--- config.mk ---
export PLATFORM = sky130hd
export DESIGN_NAME = adc_sample_convert_control
export DESIGN_NICKNAME = d
export VERILOG_FILES = /design/src/adc_ctrl_pkg.sv /design/src/result_store.sv /design/src/adc_sample_convert_control.sv
export SDC_FILE = /design/constraint.sdc
export NUM_CORES = 1
export LEC_CHECK = 0
export ABC_AREA = 1
export BUFFER_PORTS_ARGS = -buffer_cell sky130_fd_sc_hd__clkbuf_2
export CAP_MARGIN = 20
export CELL_PAD_IN_SITES_DETAIL_PLACEMENT = 1
export CELL_PAD_IN_SITES_GLOBAL_PLACEMENT = 2
export CORE_UTILIZATION = 34
export CTS_CLUSTER_SIZE = 10
export DETAILED_ROUTE_END_ITERATION = 7
export PLACE_DENSITY = 0.9
export SYNTH_ARGS = -nofsm -noshare
export SYNTH_HDL_FRONTEND = slang
export SYNTH_SLANG_ARGS = --single-unit
--- constraint.sdc ---
create_clock -name clk -period 5.05 [get_ports clk]
set_input_delay 1.01 -clock clk [delete_from_list [all_inputs] [get_ports clk]]
set_output_delay 1.01 -clock clk [all_outputs]
set_load 0.05 [all_outputs]
--- src/adc_ctrl_pkg.sv ---
/*
 Package for the converter control block: register map, field positions,
 reset values, trigger and format codes, bus response codes, sequencer states.
 Assumes a 100 MHz clock and an AXI4-Lite master on the register side.
*/
// Operation
// Converter runs only while the module enable bit is one.
// Halt-in-idle set stops conversion while the processor idles.
// Bits 31:16, 14, 12, 11 and 3 read zero, ignore writes.
// Integer formats right-justify; 000/100 zero-fill, 101 sign-extends to 32.
// Fractional formats left-justify at 15:6 or 31:22; signed keeps sign on top.
// Trigger 111: internal counter ends sampling, starts conversion.
// Trigger 011: charge-time unit signal ends sampling.
// Trigger 010: third timer period match ends sampling.
// Trigger 001: external interrupt zero edge ends sampling.
// Trigger 000: software clearing sample-active ends sampling.
// Software sets sample-active, or hardware does with auto-sample on.
// Nonzero trigger: hardware clears sample-active to start conversion.
// Done flag set when a conversion completes.
// Software clears done with zero only; clear leaves conversion running.
// Done flag cleared when a new conversion starts.
// Software avoids register access the cycle after disabling module.
// Trigger codes 100, 101, 110 have no trigger behaviour.
// Format 001 sign-extends the result to 16 bits.
// One-shot bit clears auto-sample after next conversion completes.
// Idle halts only the processor; block continues unless halt-in-idle.

package adc_ctrl_pkg;

    // ==========================================================
    // Register map
    localparam logic [3:0]  CTRL_ONE_OFFS   = 4'h0;
    localparam logic [3:0]  RESULT_OFFS     = 4'h4;
    localparam logic [3:0]  SAMPLE_TIME_OFFS = 4'h8;
    localparam logic [31:0] CTRL_ONE_RESET  = 32'h0000_0000;
    localparam logic [31:0] CTRL_ONE_WMASK  = 32'h0000_A7F6;
    localparam logic [31:0] CTRL_ONE_RMASK  = 32'h0000_A7F7;
    localparam logic [7:0]  SAMPLE_TIME_RESET = 8'h10;

    // ==========================================================
    // Field positions
    localparam int ENABLE_BIT   = 15;
    localparam int IDLE_BIT     = 13;
    localparam int FORMAT_LSB   = 8;
    localparam int TRIGGER_LSB  = 5;
    localparam int ONE_SHOT_BIT = 4;
    localparam int AUTO_BIT     = 2;
    localparam int SAMPLE_BIT   = 1;
    localparam int DONE_BIT     = 0;

    // ==========================================================
    // Codes
    localparam logic [2:0] TRIG_SOFT  = 3'h0;
    localparam logic [2:0] TRIG_IRQ0  = 3'h1;
    localparam logic [2:0] TRIG_TMR3  = 3'h2;
    localparam logic [2:0] TRIG_CTU   = 3'h3;
    localparam logic [2:0] TRIG_AUTO  = 3'h7;

    localparam logic [2:0] FMT_INT16   = 3'h0;
    localparam logic [2:0] FMT_SINT16  = 3'h1;
    localparam logic [2:0] FMT_FRAC16  = 3'h2;
    localparam logic [2:0] FMT_SFRAC16 = 3'h3;
    localparam logic [2:0] FMT_INT32   = 3'h4;
    localparam logic [2:0] FMT_SINT32  = 3'h5;
    localparam logic [2:0] FMT_FRAC32  = 3'h6;
    localparam logic [2:0] FMT_SFRAC32 = 3'h7;

    localparam logic [1:0] RESP_OKAY   = 2'h0;
    localparam logic [1:0] RESP_SLVERR = 2'h2;

    typedef enum logic [1:0] {
        ST_IDLE    = 2'b00,
        ST_SAMPLE  = 2'b01,
        ST_CONVERT = 2'b10
    } conv_state_t;

endpackage : adc_ctrl_pkg

--- src/result_store.sv ---
/*
 Result holding register: formats a raw 10-bit result into the output word.
 Assumes the raw result is valid in the cycle its strobe is high.
*/
`timescale 1ns/1ps
`default_nettype none

module result_store
    import adc_ctrl_pkg::*;
(
    input  wire logic        clk,
    input  wire logic        rstn,
    input  wire logic        load,
    input  wire logic [2:0]  format,
    input  wire logic [9:0]  raw,
    output logic      [31:0] word
);

    logic [31:0] word_q;
    logic [31:0] word_d;

    // ==========================================================
    // Formatting
    function automatic logic [31:0] shape(input logic [2:0] f, input logic [9:0] r);
        logic [31:0] w;
        w = 32'h0000_0000;
        unique case (f)
            // integer justify
            FMT_INT16, FMT_INT32: w = {22'h0, r};
            FMT_SINT32:           w = {{22{r[9]}}, r};
            // signed 16-bit integer
            FMT_SINT16:           w = {16'h0, {6{r[9]}}, r};
            // fractional justify
            FMT_FRAC16, FMT_SFRAC16: w = {16'h0, r, 6'h0};
            FMT_FRAC32, FMT_SFRAC32: w = {r, 22'h0};
        endcase
        return w;
    endfunction : shape

    always_comb begin
        word_d = load ? shape(format, raw) : word_q;
    end

    always_ff @(posedge clk or negedge rstn) begin
        if (!rstn) begin
            word_q <= 32'h0000_0000;
        end else begin
            word_q <= word_d;
        end
    end

    assign word = word_q;

endmodule : result_store

`default_nettype wire

--- src/adc_sample_convert_control.sv ---
/*
 Converter control top: AXI4-Lite slave holding the first control register,
 sample/convert sequencer and trigger selection, result word register.
 Assumes trigger inputs and the analog core signals are synchronous to clk.
*/
`timescale 1ns/1ps
`default_nettype none

module adc_sample_convert_control
    import adc_ctrl_pkg::*;
(
    input  wire logic        clk,
    input  wire logic        rstn,
    // AXI4-Lite
    input  wire logic [3:0]  s_axi_awaddr,
    input  wire logic        s_axi_awvalid,
    output logic             s_axi_awready,
    input  wire logic [31:0] s_axi_wdata,
    input  wire logic [3:0]  s_axi_wstrb,
    input  wire logic        s_axi_wvalid,
    output logic             s_axi_wready,
    output logic [1:0]       s_axi_bresp,
    output logic             s_axi_bvalid,
    input  wire logic        s_axi_bready,
    input  wire logic [3:0]  s_axi_araddr,
    input  wire logic        s_axi_arvalid,
    output logic             s_axi_arready,
    output logic [31:0]      s_axi_rdata,
    output logic [1:0]       s_axi_rresp,
    output logic             s_axi_rvalid,
    input  wire logic        s_axi_rready,
    // System and trigger sources
    input  wire logic        cpuIdle,
    input  wire logic        externalIrqZero,
    input  wire logic        timerThreeMatch,
    input  wire logic        chargeTimeUnitTrig,
    // Analog core
    output logic             sampleHold,
    output logic             convertStart,
    input  wire logic        convertDone,
    input  wire logic [9:0]  convertResult
);

    // ==========================================================
    // State
    logic [31:0] ctrl_q, ctrl_d;
    logic [7:0]  sampTime_q, sampTime_d;
    logic [7:0]  sampCnt_q, sampCnt_d;
    conv_state_t state_q, state_d;
    logic        irqPrev_q, irqPrev_d;
    logic        start_q, start_d;
    logic        hold_q, hold_d;

    logic        awHeld_q, awHeld_d, wHeld_q, wHeld_d, bvalid_q, bvalid_d;
    logic [3:0]  awAddr_q, awAddr_d;
    logic [31:0] wData_q, wData_d;
    logic [3:0]  wStrb_q, wStrb_d;
    logic [1:0]  bresp_q, bresp_d;
    logic        rvalid_q, rvalid_d;
    logic [31:0] rdata_q, rdata_d;
    logic [1:0]  rresp_q, rresp_d;

    logic [31:0] resultWord;

    // ==========================================================
    // Bus helpers
    function automatic logic [31:0] merge(input logic [31:0] old, input logic [31:0] nw,
                                          input logic [3:0] be);
        logic [31:0] r;
        r = old;
        for (int i = 0; i < 4; i++) begin
            if (be[i]) begin
                r[8*i +: 8] = nw[8*i +: 8];
            end
        end
        return r;
    endfunction : merge

    wire logic doWrite = awHeld_q && wHeld_q && !bvalid_q;
    wire logic doRead  = s_axi_arvalid && !rvalid_q;
    wire logic ctrlWr  = doWrite && (awAddr_q == CTRL_ONE_OFFS);
    wire logic [31:0] ctrlWv = merge(ctrl_q, wData_q, wStrb_q);

    wire logic enabled = ctrl_q[ENABLE_BIT];
    // idle halt
    wire logic halted  = ctrl_q[IDLE_BIT] && cpuIdle;
    wire logic running = enabled && !halted;
    wire logic [2:0] trig = ctrl_q[TRIGGER_LSB +: 3];

    // Trigger event select
    logic trigHit;
    always_comb begin
        trigHit = 1'b0;
        unique case (trig)
            // internal counter
            TRIG_AUTO: trigHit = (sampCnt_q == 8'h00);
            // charge-time unit
            TRIG_CTU:  trigHit = chargeTimeUnitTrig;
            // timer three match
            TRIG_TMR3: trigHit = timerThreeMatch;
            // irq zero edge
            TRIG_IRQ0: trigHit = externalIrqZero && !irqPrev_q;
            // reserved codes inert
            default:   trigHit = 1'b0;
        endcase
    end

    // ==========================================================
    // Bus channels
    always_comb begin
        awHeld_d = awHeld_q;
        awAddr_d = awAddr_q;
        wHeld_d  = wHeld_q;
        wData_d  = wData_q;
        wStrb_d  = wStrb_q;
        bvalid_d = bvalid_q;
        bresp_d  = bresp_q;
        rvalid_d = rvalid_q;
        rdata_d  = rdata_q;
        rresp_d  = rresp_q;
        if (s_axi_awvalid && !awHeld_q) begin
            awHeld_d = 1'b1;
            awAddr_d = s_axi_awaddr;
        end
        if (s_axi_wvalid && !wHeld_q) begin
            wHeld_d = 1'b1;
            wData_d = s_axi_wdata;
            wStrb_d = s_axi_wstrb;
        end
        if (doWrite) begin
            awHeld_d = 1'b0;
            wHeld_d  = 1'b0;
            bvalid_d = 1'b1;
            bresp_d  = (awAddr_q == CTRL_ONE_OFFS || awAddr_q == SAMPLE_TIME_OFFS ||
                        awAddr_q == RESULT_OFFS) ? RESP_OKAY : RESP_SLVERR;
        end
        if (bvalid_q && s_axi_bready) begin
            bvalid_d = 1'b0;
        end
        if (doRead) begin
            rvalid_d = 1'b1;
            rresp_d  = RESP_OKAY;
            unique case (s_axi_araddr)
                // reserved bits read zero
                CTRL_ONE_OFFS:    rdata_d = ctrl_q & CTRL_ONE_RMASK;
                RESULT_OFFS:      rdata_d = resultWord;
                SAMPLE_TIME_OFFS: rdata_d = {24'h0, sampTime_q};
                default: begin
                    rdata_d = 32'h0000_0000;
                    rresp_d = RESP_SLVERR;
                end
            endcase
        end else if (rvalid_q && s_axi_rready) begin
            rvalid_d = 1'b0;
        end
    end

    // ==========================================================
    // Control register and sequencer
    always_comb begin
        ctrl_d     = ctrl_q;
        sampTime_d = sampTime_q;
        sampCnt_d  = sampCnt_q;
        state_d    = state_q;
        irqPrev_d  = externalIrqZero;
        start_d    = 1'b0;
        hold_d     = 1'b0;

        if (ctrlWr) begin
            // reserved writes ignored
            ctrl_d = (ctrl_q & ~CTRL_ONE_WMASK) | (ctrlWv & CTRL_ONE_WMASK);
            // done cleared by zero only
            ctrl_d[DONE_BIT] = ctrl_q[DONE_BIT] & ctrlWv[DONE_BIT];
        end
        if (doWrite && awAddr_q == SAMPLE_TIME_OFFS && wStrb_q[0]) begin
            sampTime_d = wData_q[7:0];
        end

        // disabled module idles
        if (!enabled) begin
            state_d = ST_IDLE;
            ctrl_d[SAMPLE_BIT] = ctrlWr ? ctrlWv[SAMPLE_BIT] : ctrl_q[SAMPLE_BIT];
        // runs through idle unless halted
        end else if (running) begin
            unique case (state_q)
                ST_IDLE: begin
                    // auto-sample sets sample bit
                    if (ctrl_q[AUTO_BIT]) begin
                        ctrl_d[SAMPLE_BIT] = 1'b1;
                    end
                    if (ctrl_d[SAMPLE_BIT]) begin
                        state_d   = ST_SAMPLE;
                        sampCnt_d = sampTime_q;
                    end
                end
                ST_SAMPLE: begin
                    hold_d = 1'b1;
                    if (sampCnt_q != 8'h00) begin
                        sampCnt_d = sampCnt_q - 8'h01;
                    end
                    if (trig == TRIG_SOFT) begin
                        // software clear starts conversion
                        if (!ctrl_d[SAMPLE_BIT]) begin
                            state_d = ST_CONVERT;
                            start_d = 1'b1;
                        end
                    end else if (trigHit) begin
                        // hardware clears sample bit
                        ctrl_d[SAMPLE_BIT] = 1'b0;
                        state_d = ST_CONVERT;
                        start_d = 1'b1;
                    end
                    if (start_d) begin
                        // done cleared at start
                        ctrl_d[DONE_BIT] = 1'b0;
                        hold_d = 1'b0;
                    end
                end
                ST_CONVERT: begin
                    if (convertDone) begin
                        // done set, wins over clear
                        ctrl_d[DONE_BIT] = 1'b1;
                        state_d = ST_IDLE;
                        // one-shot auto-sample
                        if (ctrl_q[ONE_SHOT_BIT]) begin
                            ctrl_d[AUTO_BIT] = 1'b0;
                        end
                    end
                end
                default: state_d = ST_IDLE;
            endcase
        end
    end

    always_ff @(posedge clk or negedge rstn) begin
        if (!rstn) begin
            ctrl_q     <= CTRL_ONE_RESET;
            sampTime_q <= SAMPLE_TIME_RESET;
            sampCnt_q  <= 8'h00;
            state_q    <= ST_IDLE;
            irqPrev_q  <= 1'b0;
            start_q    <= 1'b0;
            hold_q     <= 1'b0;
            awHeld_q   <= 1'b0;
            awAddr_q   <= 4'h0;
            wHeld_q    <= 1'b0;
            wData_q    <= 32'h0000_0000;
            wStrb_q    <= 4'h0;
            bvalid_q   <= 1'b0;
            bresp_q    <= RESP_OKAY;
            rvalid_q   <= 1'b0;
            rdata_q    <= 32'h0000_0000;
            rresp_q    <= RESP_OKAY;
        end else begin
            ctrl_q     <= ctrl_d;
            sampTime_q <= sampTime_d;
            sampCnt_q  <= sampCnt_d;
            state_q    <= state_d;
            irqPrev_q  <= irqPrev_d;
            start_q    <= start_d;
            hold_q     <= hold_d;
            awHeld_q   <= awHeld_d;
            awAddr_q   <= awAddr_d;
            wHeld_q    <= wHeld_d;
            wData_q    <= wData_d;
            wStrb_q    <= wStrb_d;
            bvalid_q   <= bvalid_d;
            bresp_q    <= bresp_d;
            rvalid_q   <= rvalid_d;
            rdata_q    <= rdata_d;
            rresp_q    <= rresp_d;
        end
    end

    // Result formatted at capture time, so a later format change needs a new conversion
    result_store u_result (
        .clk    (clk),
        .rstn   (rstn),
        .load   (state_q == ST_CONVERT && convertDone && running),
        .format (ctrl_q[FORMAT_LSB +: 3]),
        .raw    (convertResult),
        .word   (resultWord)
    );

    assign s_axi_awready = !awHeld_q;
    assign s_axi_wready  = !wHeld_q;
    assign s_axi_bvalid  = bvalid_q;
    assign s_axi_bresp   = bresp_q;
    assign s_axi_arready = !rvalid_q;
    assign s_axi_rvalid  = rvalid_q;
    assign s_axi_rdata   = rdata_q;
    assign s_axi_rresp   = rresp_q;
    assign sampleHold    = hold_q;
    assign convertStart  = start_q;

endmodule : adc_sample_convert_control

`default_nettype wire

Word-level counts from Yosys, hierarchy flattened
Index checks and enable logic that the tools add are counted.
- logic and storage cells: 147
- flip-flop bits (word level): 147
- input bits: 66
- output and inout port bits: 43
- bitwise logic cells: 2
- add/sub/neg operators: 1
- muxes and demuxes: 58
- reductions and logical operators: 42
- equal/unequal tests: 24
- operators by type and width (cell ; number):
    one-hot mux 32 bit (5 select lines) ; 1
    one-hot mux 32 bit (3 select lines) ; 1
    2-to-1 mux 1 bit ; 36
    2-to-1 mux 8 bit ; 4
    OR 32 x 16 -> 32 bit ; 1
    2-to-1 mux 2 bit ; 9
    one-hot mux 8 bit (2 select lines) ; 1
    == test 3 bit, second input constant ; 5
    logical AND 1 bit ; 15
    == test 3 x 2 -> 1 bit, second input constant ; 4
    nonzero test 2 bit ; 6
    AND reduction 5 bit ; 2
    == test 4 x 3 -> 1 bit, second input constant ; 2
    == test 4 bit, second input constant ; 2
    zero test 4 bit ; 2
    zero test 8 bit ; 1
    != test 4 bit, second input constant ; 2
    nonzero test 8 bit ; 1
    subtractor 8 x 1 -> 8 bit, second input constant ; 1
    == test 3 x 1 -> 1 bit, second input constant ; 2
    zero test 1 bit ; 6
    zero test 3 bit ; 2
    2-to-1 mux 3 bit ; 2
    != test 3 bit, second input constant ; 2
    12 further kinds ; 17

Logic depth before layout (Yosys ltp)
- depth in word-level cells: 13
- mapped depth: 13

Hierarchy
From an unflattened synthesis, not the netlist that was laid out.
- cell total of the unflattened synthesis: 671
- area, all modules: 5479.0 µm²
- by module, submodules not included (module ; seq. area each (µm²) ; area each (µm²) ; cells each ; times used):
    adc_sample_convert_control ; 2253.4 ; 4240.3 ; 515 ; 1
    result_store ; 675.6 ; 1238.7 ; 156 ; 1

Least setup slack after synthesis
No wires, ideal clock.
- path kind: input -> register
- start: in cpuIdle
- end: reg sampCnt_q[5]
- arrival: 1.925 ns
- setup slack: 3.060 ns
- buffers on the path: 1
- required time: 4.985 ns
- stages on the path: 10
- library setup time: 0.065 ns
- path through: nand2_2 > inv_2 > nor2_2 > nand2_1 > nand2_1 > o21ai_1 > nor2_4 > buf_8 > o211ai_2 > nand2_1
- longest elaborated chain between the ends: 4
- RTL lines (what ; line ; text):
    start, declared ; adc_sample_convert_control.sv:33 ; input wire logic cpuIdle,
    logical AND 1 bit ; adc_sample_convert_control.sv:86 ; wire logic halted = ctrl_q[IDLE_BIT] && cpuIdle;
    zero test 1 bit ; adc_sample_convert_control.sv:87 ; wire logic running = enabled && !halted;
    logical AND 1 bit ; adc_sample_convert_control.sv:87 ;
    AND reduction 5 bit (no line) ; -- ;
    end signal, assigned ; adc_sample_convert_control.sv:257 ; sampCnt_q <= sampCnt_d;
    end, declared ; adc_sample_convert_control.sv:48 ; logic [7:0] sampCnt_q, sampCnt_d;
No other way between the ends.
A chain may end at the register's enable or synchronous reset.

Worst setup path in the final report
- start: in s_axi_araddr[1]
- end: reg rdata_q[5], in the netlist s_axi_rdata[5]
- longest elaborated chain between the ends: 2
- elaborated cells on any way between the ends: 4
- RTL lines (what ; line ; text):
    start, declared ; adc_sample_convert_control.sv:25 ; input wire logic [3:0] s_axi_araddr,
    == test 4 bit (tied with other cells) ; adc_sample_convert_control.sv:143 ; unique case (s_axi_araddr)
    one-hot mux 32 bit (3 select lines) * ; adc_sample_convert_control.sv:143 ;
    end signal, assigned ; adc_sample_convert_control.sv:270 ; rdata_q <= rdata_d;
    end, declared ; adc_sample_convert_control.sv:60 ; logic [31:0] rdata_q, rdata_d;
Every way passes the cells marked *; elsewhere a longest branch is shown, timed or not.

==> results.ini <==
[outcome]
run_status=finished clean

[timing]
fin_skew_ns=0.00954
worst_pin_slew_ns=1.02
fin_crit_ns=2.65
hold_violations=0
slew_headroom=0.318
finalSetupViolCount=0
fin_setup_tns_ns=0
slew_viol_final=0
rsz0062_at_grt=false
period_share=0.524
fmax_ghz=0.378

[job]
drv_cap=0

[yosys]
synthFlopType=dfrtp_1
synth_common_cells=nand2_1, dfrtp_1, inv_1
yosysMostFrequentCell=nand2_1
synth_top_area_cell=dfrtp_1
syn_avg_cell_area_um2=8.34
synthCells=633
ys_seq_elements=112
synthArstFlopShare=1.00
synth_area_leaders=dfrtp_1, nand2_1, o21ai_0
synth_area_um2=5280
synth_edf_count=0
synth.distinct_cells=36
yosys_warnings=0
synth_top_area_share=0.526
seq_area_frac_synth=0.531

[grt]
antenna_found_initial=0
overflow=0
grt_max_degree=77
grt_pass1_wl_um=22800
grt_pass1_vias=4484
grt_use_total=0.180

[finish]
nFillCells=1851
utilization=0.402
area_growth_syn_to_layout_pct=15.8
fin_nets=774
antenna_cells=0
layout-drive-gt1-share=0.184

[routing]
drt-initial-drc-count=233
dr.pass1.iters=5
avgViaCountPerCell=4.89
drc=0
drt-total-wl_um=13700
antenna_left=0
dr_total_vias=4374
wl_per_cell_um=15.3

[placement]
place.gp.congestion=0.799
hpwl_um=10300
portBuffers=85

[clock_tree]
cts_tree=done
clk_pin_slew_ns=0.07
cts_buffer_depth=2
htreeDepth=3
cts.hold.buffers_added=0
cts_sinks=112
ctsResizeCount=0
postCtsSetupBuffers=0
clk-insertion-delay-late_ns=0.35
cts_buffers=9
cts-root-buf=clkbuf_16

[pwr]
ir_drop_mv=0.301
power_leakage_nw=3.12
power.density_nw_per_um2=501

[setup_path]
arrival_ns=2.85
crit_type=input pin to register
cp-start-kind=input pin
critPathRequiredTime_ns=5.25
crit_fanout=20
end_kind=register

[floorplan]
die_area_um2=16000
ioPinCount=109
die_h_um=127
rows=45
coreArea_um2=15200
start_util=0.347
dieWidth_um=127

[min_path]
worstHoldPathType=register to register

==> flip-flops by register name, summed over array words and instances, names as in the netlist, 2 cells and up, named ones only <==
signal and count:
awAddr_q 4, s_axi_rdata 27, sampCnt_q 8, ctrl_q 3, wStrb_q 2, wData_q 13
state_q 2, sampTime_q 8, u_result.word 27
==> cells by family (layout without fill, tap and decap cells) <==
kind of cell | Yosys count | count (layout) | synth area share
flops | 112 | 112 | 0.531
buf+inv | 111 | 184 | 0.0877
simple gates | 264 | 264 | 0.208
other cells | 1 | 2 | 0.000711
xor+xnor | 2 | 2 | 0.00332
fa+ha+maj | 6 | 6 | 0.0142
mux | 6 | 6 | 0.0126
compound gates | 131 | 131 | 0.142
==> metrics by stage <==
step / instances / cell area, um2 / power, mW / hold WS, ns / worst slack [ns]
global route: 895 / 6110 / 3.28 / 0.495 / 2.26
global placement: 878 / 5800 / 2.27 / 0.457 / 2.06
CTS: 894 / 6090 / 3.08 / 0.479 / 2.36
detailed placement: 878 / 5800 / 2.35 / 0.461 / 1.98
finish: 895 / 6110 / 3.06 / 0.477 / 2.40
floorplan: 634 / 5280 / 2.04 / 0.442 / 3.06
==> area by class of cell <==
| type | instances | area (um2) | area share |
|---|---|---|---|
| repair buffers | 88 | 458 | 0.0750 |
| multi-input cells | 411 | 2010 | 0.330 |
| clock buffers | 10 | 229 | 0.0375 |
| clock inverters | 6 | 68.8 | 0.0113 |
| well taps | 188 | 235 | 0.0385 |
| inverters | 80 | 300 | 0.0492 |
| flip-flops and latches | 112 | 2800 | 0.459 |
==> power breakdown <==
| group | total [mW] | internal, mW | switching, mW |
|---|---|---|---|
| Combinational | 1.01 | 0.308 | 0.699 |
| Sequential | 1.32 | 1.13 | 0.193 |
| Clock | 0.729 | 0.388 | 0.341 |
==> worst paths after layout <==
check	slack, ns	end	depth (start not counted)	start
max	2.40	s_axi_rdata[5]	6	s_axi_araddr[1]
min	0.48	u_result.word[30]	2	u_result.word[30]
max reg2reg	2.65	u_result.word[5]	7	register
min reg2reg	0.48	u_result.word[30]	2	u_result.word[30]
max in group asynchronous	3.18	sampTime_q[4]	2	rstn
min in group asynchronous	0.79	s_axi_rdata[21]	1	rstn
==> metal layers <==
layer	vias to the layer above	global-route usage	share of wire
li1	2151	-	-
met1	2149	0.250	0.48
met2	68	0.291	0.49
met3	6	0.0249	0.027
met4	0	0.0602	0.0094
met5	-	0	0
==> worst max-delay path: stages <==
cell,delay [ns]
clkbuf_2,0.08
nor2_1,0.06
nand3_1,0.58
clkinv_1,0.50
a221oi_1,0.47
o21ai_0,0.14
==> layout by cell type, fill, tap and decap left out, types with 3 or more instances in the layout <==
cell type / n
clkbuf_16: 9
clkbuf_2: 84
nor2_1: 41
o22ai_1: 10
a31oi_1: 3
inv_1: 78
clkinvlp_4: 3
a221oi_1: 3
mux2_2: 5
nor2_4: 3
o31ai_1: 6
dfrtp_1: 111
nand2_1: 185
buf_4: 3
ha_1: 6
nand4_1: 4
o21ai_2: 7
o211ai_1: 5
nand2_2: 4
nand3_1: 21
o21ai_0: 73
a21oi_1: 20
No activity file was read; power rests on OpenSTA's default activity.
